[src/qrs_pkg.sv]
// Constants and carrier types for the quad recirculating shift register
//
// Contract
// - Four independent 80-bit serial lines, each with data in, out, select.
// - Select low loads external data; select high feeds the line output back.
// - One shared shift clock advances all four lines together.
// - While the shift clock is high the selected bit is taken in; the core takes the bit sampled with the first low clock.
// - After each falling edge shifting stops and the new output bit holds.
// - Each output equals the bit selected 80 shifts earlier, not inverted.
// - No data hold after the capturing edge, so outputs may feed inputs; the core needs data held until its first low clock sample.
package qrs_pkg;

    // ********************************************************
    // Geometry
    // ********************************************************
    localparam int LANE_COUNT  = 4;
    localparam int LANE_LENGTH = 80;
    localparam int FIFO_DEPTH  = 16;

    localparam logic [LANE_LENGTH-1:0] LANE_RESET  = '0;
    localparam logic [LANE_COUNT-1:0]  SYNC_RESET  = 4'h0;
    localparam logic [6:0]             LOAD_FULL   = 7'h50;
    localparam logic [6:0]             LOAD_RESET  = 7'h00;

    // ********************************************************
    // Driver timing limits
    // ********************************************************
    localparam int CLOCK_HZ      = 100_000_000;
    localparam int SHIFT_MIN_HZ  = 10_000;
    localparam int SHIFT_MAX_HZ  = 2_500_000;
    localparam int SHIFT_MIN_CYC = (CLOCK_HZ + SHIFT_MAX_HZ - 1) / SHIFT_MAX_HZ;

    // One sampled falling edge: data and select of every lane
    typedef struct packed {
        logic [LANE_COUNT-1:0] dataIn;
        logic [LANE_COUNT-1:0] recirc;
    } qrs_sample_s;

endpackage : qrs_pkg

[src/qrs_fifo.sv]
// Small synchronous FIFO with valid and ready on both sides
`timescale 1ns/100ps
module qrs_fifo #(
    parameter int WIDTH = 8,
    parameter int DEPTH = 16
) (
    input  wire logic             clock,    // System clock
    input  wire logic             rst,      // Async reset, active high
    input  wire logic [WIDTH-1:0] inData,   // Write word
    input  wire logic             inValid,  // Write request
    output logic                  inReady,  // Space available
    output logic      [WIDTH-1:0] outData,  // Head word
    output logic                  outValid, // Head word present
    input  wire logic             outReady  // Head word taken
);
    localparam int AW = $clog2(DEPTH);

    logic [WIDTH-1:0] mem [DEPTH];
    logic [AW-1:0]    wrPtr;
    logic [AW-1:0]    rdPtr;
    logic [AW:0]      count;
    logic [AW-1:0]    next_wrPtr;
    logic [AW-1:0]    next_rdPtr;
    logic [AW:0]      next_count;
    logic             push;
    logic             pop;

    assign inReady  = (count != (AW+1)'(DEPTH));
    assign outValid = (count != '0);
    assign outData  = mem[rdPtr];
    assign push     = inValid && inReady;
    assign pop      = outValid && outReady;

    always_comb begin
        next_wrPtr = push ? wrPtr + AW'(1) : wrPtr;
        next_rdPtr = pop ? rdPtr + AW'(1) : rdPtr;
        next_count = count + (AW+1)'(push) - (AW+1)'(pop);
    end

    always_ff @(posedge clock or posedge rst) begin
        if (rst) begin
            wrPtr <= '0;
            rdPtr <= '0;
            count <= '0;
        end else begin
            wrPtr <= next_wrPtr;
            rdPtr <= next_rdPtr;
            count <= next_count;
        end
    end

    // Storage has no reset; a word is only read after it was written
    always_ff @(posedge clock) begin
        if (push) begin
            mem[wrPtr] <= inData;
        end
    end

endmodule : qrs_fifo

[src/qrs_shift_register.sv]
// Quad 80-bit recirculating shift register core
`timescale 1ns/100ps
module qrs_shift_register
    import qrs_pkg::*;
(
    input  wire logic                  clock,        // 100 MHz system clock
    input  wire logic                  rst,          // Async reset, active high
    input  wire logic                  shiftClk,     // Shared shift clock pin
    input  wire logic [LANE_COUNT-1:0] dataIn,       // Serial data per lane
    input  wire logic [LANE_COUNT-1:0] recircSelect, // High recirculates lane
    input  wire logic                  holdShift,    // Stalls the shift engine
    output logic      [LANE_COUNT-1:0] dataOut,      // Serial output per lane
    output logic                       captureReady, // Edge buffer has room
    output logic                       primed        // 80 shifts since reset
);

    // ********************************************************
    // Pin synchronisers
    // ********************************************************
    logic        clkMeta;
    logic        clkSync;
    logic        clkLast;
    logic [LANE_COUNT-1:0] dataMeta;
    logic [LANE_COUNT-1:0] dataSync;
    logic [LANE_COUNT-1:0] selMeta;
    logic [LANE_COUNT-1:0] selSync;

    // Data and select travel through the same depth as the clock, so the value
    // seen at the detected edge is the one sampled with the first low clock: data must hold until then
    always_ff @(posedge clock or posedge rst) begin
        if (rst) begin
            clkMeta  <= 1'b0;
            clkSync  <= 1'b0;
            clkLast  <= 1'b0;
            dataMeta <= SYNC_RESET;
            dataSync <= SYNC_RESET;
            selMeta  <= SYNC_RESET;
            selSync  <= SYNC_RESET;
        end else begin
            clkMeta  <= shiftClk;
            clkSync  <= clkMeta;
            clkLast  <= clkSync;
            dataMeta <= dataIn;
            dataSync <= dataMeta;
            selMeta  <= recircSelect;
            selSync  <= selMeta;
        end
    end

    // ********************************************************
    // Edge capture into the buffer
    // ********************************************************
    logic        fallEdge;
    qrs_sample_s capWord;
    qrs_sample_s headWord;
    logic        headValid;
    logic        shiftEn;

    // Bits sampled with the first low clock are committed at its falling edge
    assign fallEdge        = clkLast && !clkSync;
    assign capWord.dataIn  = dataSync;
    assign capWord.recirc  = selSync;

    qrs_fifo #(
        .WIDTH ($bits(qrs_sample_s)),
        .DEPTH (FIFO_DEPTH)
    ) u_fifo (
        .clock    (clock),
        .rst      (rst),
        .inData   (capWord),
        .inValid  (fallEdge),
        .inReady  (captureReady),
        .outData  (headWord),
        .outValid (headValid),
        .outReady (!holdShift)
    );

    // One common enable for every lane
    assign shiftEn = headValid && !holdShift;

    // ********************************************************
    // Lanes
    // ********************************************************
    logic [LANE_LENGTH-1:0] lane      [LANE_COUNT];
    logic [LANE_LENGTH-1:0] next_lane [LANE_COUNT];
    logic [LANE_COUNT-1:0]  next_dataOut;

    // Lanes are zeroed for a clean simulation start only; callers must not
    // rely on this content before a full load
    genvar g;
    generate
        for (g = 0; g < LANE_COUNT; g++) begin : g_lane
            logic entry;
            always_comb begin
                entry = headWord.recirc[g] ? lane[g][LANE_LENGTH-1]
                                           : headWord.dataIn[g];
                next_lane[g]    = shiftEn ? {lane[g][LANE_LENGTH-2:0], entry}
                                          : lane[g];
                next_dataOut[g] = next_lane[g][LANE_LENGTH-1];
            end
            always_ff @(posedge clock or posedge rst) begin
                if (rst) begin
                    lane[g] <= LANE_RESET;
                end else begin
                    lane[g] <= next_lane[g];
                end
            end
        end
    endgenerate

    always_ff @(posedge clock or posedge rst) begin
        if (rst) begin
            dataOut <= SYNC_RESET;
        end else begin
            dataOut <= next_dataOut;
        end
    end

    // ********************************************************
    // Load tracker
    // ********************************************************
    logic [6:0] loadCount;
    logic [6:0] next_loadCount;

    always_comb begin
        next_loadCount = loadCount;
        if (shiftEn && loadCount != LOAD_FULL) begin
            next_loadCount = loadCount + 7'h01;
        end
    end

    always_ff @(posedge clock or posedge rst) begin
        if (rst) begin
            loadCount <= LOAD_RESET;
        end else begin
            loadCount <= next_loadCount;
        end
    end

    // Registered so the status pin cannot glitch while the count settles
    always_ff @(posedge clock or posedge rst) begin
        if (rst) begin
            primed <= 1'b0;
        end else begin
            primed <= (next_loadCount == LOAD_FULL);
        end
    end
endmodule : qrs_shift_register

[config.mk]
export PLATFORM = sky130hd
export DESIGN_NAME = qrs_shift_register
export DESIGN_NICKNAME = d
export VERILOG_FILES = /design/src/qrs_pkg.sv /design/src/qrs_fifo.sv /design/src/qrs_shift_register.sv
export SDC_FILE = /design/constraint.sdc
export NUM_CORES = 1
export LEC_CHECK = 0
export ABC_AREA = 1
export BUFFER_PORTS_ARGS = -buffer_cell sky130_fd_sc_hd__buf_2
export CAP_MARGIN = 10
export CORE_ASPECT_RATIO = 0.9
export CORE_UTILIZATION = 44
export DETAILED_ROUTE_END_ITERATION = 6
export PLACE_DENSITY = 0.64
export SYNTH_ARGS = -nofsm -noshare
export SYNTH_HDL_FRONTEND = slang
export SYNTH_HIERARCHICAL = 1
export SYNTH_SLANG_ARGS = --single-unit
[constraint.sdc]
create_clock -name clock -period 12.3 [get_ports clock]
set_input_delay 2.46 -clock clock [delete_from_list [all_inputs] [get_ports clock]]
set_output_delay 2.46 -clock clock [all_outputs]
set_load 0.005 [all_outputs]
==> results.md <==
Synthesis:
- The post-synthesis cell count is about 2,000.
- Of the total synthesized cell area, the portion taken by full adders, half adders and majority gates is 0.00946.
- The cell type contributing the most total cell area after synthesis is sky130_fd_sc_hd__dfrtp_1.
- The synthesized netlist net count is approximately 2,100.
- The mean post-synth cell area is roughly 9.4 um^2.
- The fraction of the mapped netlist area in compound gates is 0.00596.
- Of the total synthesized cell area, the portion taken by AND, OR, NAND and NOR gates is 0.264.
- The fraction of synthesized area in multiplexers is 0.00207.
- In the post-synthesis netlist, the biggest area contributors are sky130_fd_sc_hd__dfrtp_1 (47%), sky130_fd_sc_hd__nand2_1 (23%), sky130_fd_sc_hd__edfxtp_1 (20%).
- The share of the yosys chip area belonging to registers is 0.666.
- The count of state elements after synthesis is slightly below 500.
- Yosys printed 6 warnings.
- The post-synthesis share of cell area spent on xor and xnor gates is 0.00454.
- The area of the mapped netlist is 19,300 um^2.
- The main combinational cell family by area after synthesis is simple AND/OR/NAND/NOR gates.
- The area fraction of the dominant cell type after synthesis is 0.467.
- The number of distinct library cell variants in the gate-level netlist after synthesis is 26.

Floorplanning:
- In this run the standard cell core region covers between 40,000 and 50,000 um^2.
- From left edge to right edge, the die measures around 220 um.
- The floorplan step defined a die boundary enclosing about 45,000 um^2.
- The starting density of the core is 0.447.
- The I/O pin total is 18.
- From bottom edge to top edge, the die measures between 200 and 250 um.
- The row count is between 70 and 80.

Drt:
- Once detail routing completed, the nets flagged for antenna violations numbered 0.
- The ratio of routed vias to standard cells is ~4.8.
- The routed length per placed instance is approximately 13 um.
- The wire length after detailed routing is approximately 33,000 um.
- The detailed-route via count is ~12,000.
- The first routing iteration left about 1,300 violations.
- For this run, the detailed router's first-pass iteration total came to 7.
- In the routed design, unresolved DRC markers number 0.

STA:
- The final-layout setup total negative slack is 0 ns.
- Across the routed clock network, the largest skew measured is 0.0257 ns.
- The number of endpoints failing setup at the final stage is 0.
- The hold violation total from the final report is 0.
- The actual slew at the worst max-slew pin is approximately 1.1 ns.
- Setup repair after global routing left no endpoint under its margin.
- In the finished design, the share of the clock period the worst path needs comes to 0.387.
- The timing-limited maximum frequency is 210 MHz.
- The final-report max-slew violation count is 0.
- The smallest clock period supported by the final layout is computed as between 4 and 5 ns.
- The worst slew slack as a fraction of its limit is 0.234.

Cells and area:
- In the final layout, the share of cells above drive strength 1 is 0.0563.
- The total number of nets in the final design is 2,049.
- The fill cell total of the finished layout is ~3,900.
- The antenna diode instance count is 0.
- In the layout the commonest cells are sky130_fd_sc_hd__nand2_1 (1,169), sky130_fd_sc_hd__dfrtp_1 (359), sky130_fd_sc_hd__edfxtp_1 (128), sky130_fd_sc_hd__inv_1 (85), sky130_fd_sc_hd__nor2_1 (71).
- The most frequent standard cell in the layout excluding fill and tap cells is sky130_fd_sc_hd__nand2_1.
- The final cell count without fillers is 2,617.
- The final core area utilization is 0.489.
- The layout overhead on the synthesized area is 9.38%.

Clocking:
- For this design, the sink count on the clock tree is 488.
- The clock slew seen by the registers of the worst setup and hold paths is around 0.060 ns.
- In this run, CTS created clock tree buffers numbering 48.
- The CTS tree is built.
- The clock passes through at most 3 buffers.
- Clock tree synthesis selected as its root buffer the cell sky130_fd_sc_hd__clkbuf_16.
- The clock network latency to the later pin of the worst-skew pair is between 0.5 and 0.6 ns.
- For this design, the CTS-stage hold fixing added 0 buffers.
- The deepest level of the CTS H-tree is 2.
- The buffer count from post-CTS setup fixing is 0.
- The count of instances resized after the clock tree is built is 0.

Global routing:
- In the global route stage, met3 resource usage came out at 0.0275.
- The layer flagged by global routing as most heavily used is met2.
- The fraction of met1 tracks used by global routing is 0.226.
- For this run the aggregate overflow at the end of global routing stands at 0.
- The first global-routing pass estimated ~58,000 um of wire.
- Across every metal layer, demand over resource in global routing totals 0.155.
- The number of global-route vias before repair came to around 12,000.
- In the global route stage, met2 resource usage came out at 0.235.
- Entering global routing, the biggest net connects approximately 220 pins.
- The initial antenna violation count is 0.

Flow run:
- Max-cap violations in this run came to 0.

Critical path:
- The worst setup path is launched from a primary input.
- The data arrival time of the worst path is approximately 5 ns.
- The worst path required time is 12.70 ns.
- The class of the most critical setup path is in2reg.
- In this run the worst path has a maximum fanout of ~220.
- The critical register-to-register path startpoint is u_fifo/count[2].
- The worst setup path startpoint is holdShift.
- The worst setup path is captured at a flip-flop.

Power and ir drop:
- VDD sags by at most about 0.00012 V.
- In this run the static leakage power is approximately 0.011 uW.
- Dividing total power by cell area gives a power density of approximately 200 nW/um^2.

Place:
- The count of buffers added on input and output ports is 17.
- Once detailed placement completed, the half-perimeter wirelength came to around 18,000 um.
- Routability-driven placement finished with a final weighted congestion of approximately 0.77.
- The cell total after placement is around 2,500.

Worst hold path:
- The startpoint identified for the worst hold timing path is clkMeta.
- The worst hold path class is reg2reg.

Status:
- The run finished with clean final reports.
## power by group
group,switching [uW],internal (uW)
registers,147,1880
logic,532,245
clock network,602,815
## path summary, 6_finish.rpt
check / end / slack [ns] / cells after the start
min: clkSync / 0.35 / 0
min in group asynchronous: u_fifo/count[4] / 1.98 / 2
max in group asynchronous: lane[109] / 7.97 / 4
max reg2reg: lane[226] / 8.68 / 9
max: lane[226] / 7.54 / 6
min reg2reg: clkSync / 0.35 / 0
## cell type report
type,instances,area [um^2],area share
flip-flops and latches,488,12900,0.609
clock inverters,19,129,0.00610
well taps,555,694,0.0329
repair buffers,24,150,0.00711
clock buffers,70,1410,0.0666
multi-input cells,1369,5520,0.262
inverters,92,360,0.0171
## routing by layer
layer  up-vias  wire length (um)
met5         -                 0
met4         0               925
met3        64              1460
met2       203             14800
met1      5946             16300
li1       6233                 -
## worst max-delay path, cell delays in order
cell and delay (ns):
sky130_fd_sc_hd__buf_2 0.12, sky130_fd_sc_hd__nor2_4 0.05, sky130_fd_sc_hd__buf_12 0.21, sky130_fd_sc_hd__inv_8 0.90
sky130_fd_sc_hd__buf_4 0.91, sky130_fd_sc_hd__o21ai_0 0.18
## stage by stage
step	hold slack, ns	setup WS [ns]	total power, uW	cell area [um^2]
final	0.348	7.54	4230	21100
after detailed placement	0.335	6.96	2850	19600
after global placement	0.333	6.97	2810	19600
after global routing	0.355	7.25	4490	21100
after CTS	0.348	7.55	4280	21100
after floorplan	0.331	0.218	2670	19300
## registers in the layout, summed over array words and instances (netlist names)
signal / count
dataSync: 4
clkMeta: 1
selMeta: 4
u_fifo/mem: 128
selSync: 4
u_fifo/count: 5
u_fifo/wrPtr: 4
u_fifo/rdPtr: 4
dataOut: 3
loadCount: 7
lane: 317
clkSync: 1
primed: 1
dataMeta: 4
clkLast: 1
## cells in the mapped netlist
master and instances:
sky130_fd_sc_hd__buf_2 46, sky130_fd_sc_hd__buf_4 35, sky130_fd_sc_hd__buf_6 3, sky130_fd_sc_hd__clkbuf_1 12
sky130_fd_sc_hd__clkbuf_8 1, sky130_fd_sc_hd__clkinv_1 1, sky130_fd_sc_hd__dfrtp_1 360, sky130_fd_sc_hd__edfxtp_1 128
sky130_fd_sc_hd__fa_1 1, sky130_fd_sc_hd__ha_1 13, sky130_fd_sc_hd__inv_1 86, sky130_fd_sc_hd__inv_2 5
sky130_fd_sc_hd__mux2i_1 4, sky130_fd_sc_hd__nand2_1 1169, sky130_fd_sc_hd__nand2_2 4, sky130_fd_sc_hd__nand2_4 1
sky130_fd_sc_hd__nand3_1 61, sky130_fd_sc_hd__nand3_4 1, sky130_fd_sc_hd__nand3b_1 1, sky130_fd_sc_hd__nand4_1 6
sky130_fd_sc_hd__nor2_1 71, sky130_fd_sc_hd__nor2_2 1, sky130_fd_sc_hd__nor2_4 3, sky130_fd_sc_hd__o21ai_0 23
sky130_fd_sc_hd__xnor2_1 3, sky130_fd_sc_hd__xor2_1 7
## cells by family (layout without fill, tap and decap cells)
family,count (synthesis),in the layout
AOI/OAI and AO/OA,23,23
xor gates and xnor gates,10,10
adders and majority gates,14,14
buffers and inverters,189,205
DFF,488,488
muxes,4,4
and+or+nand+nor,1318,1318
Note: power is estimated with default switching activity, not from simulation.
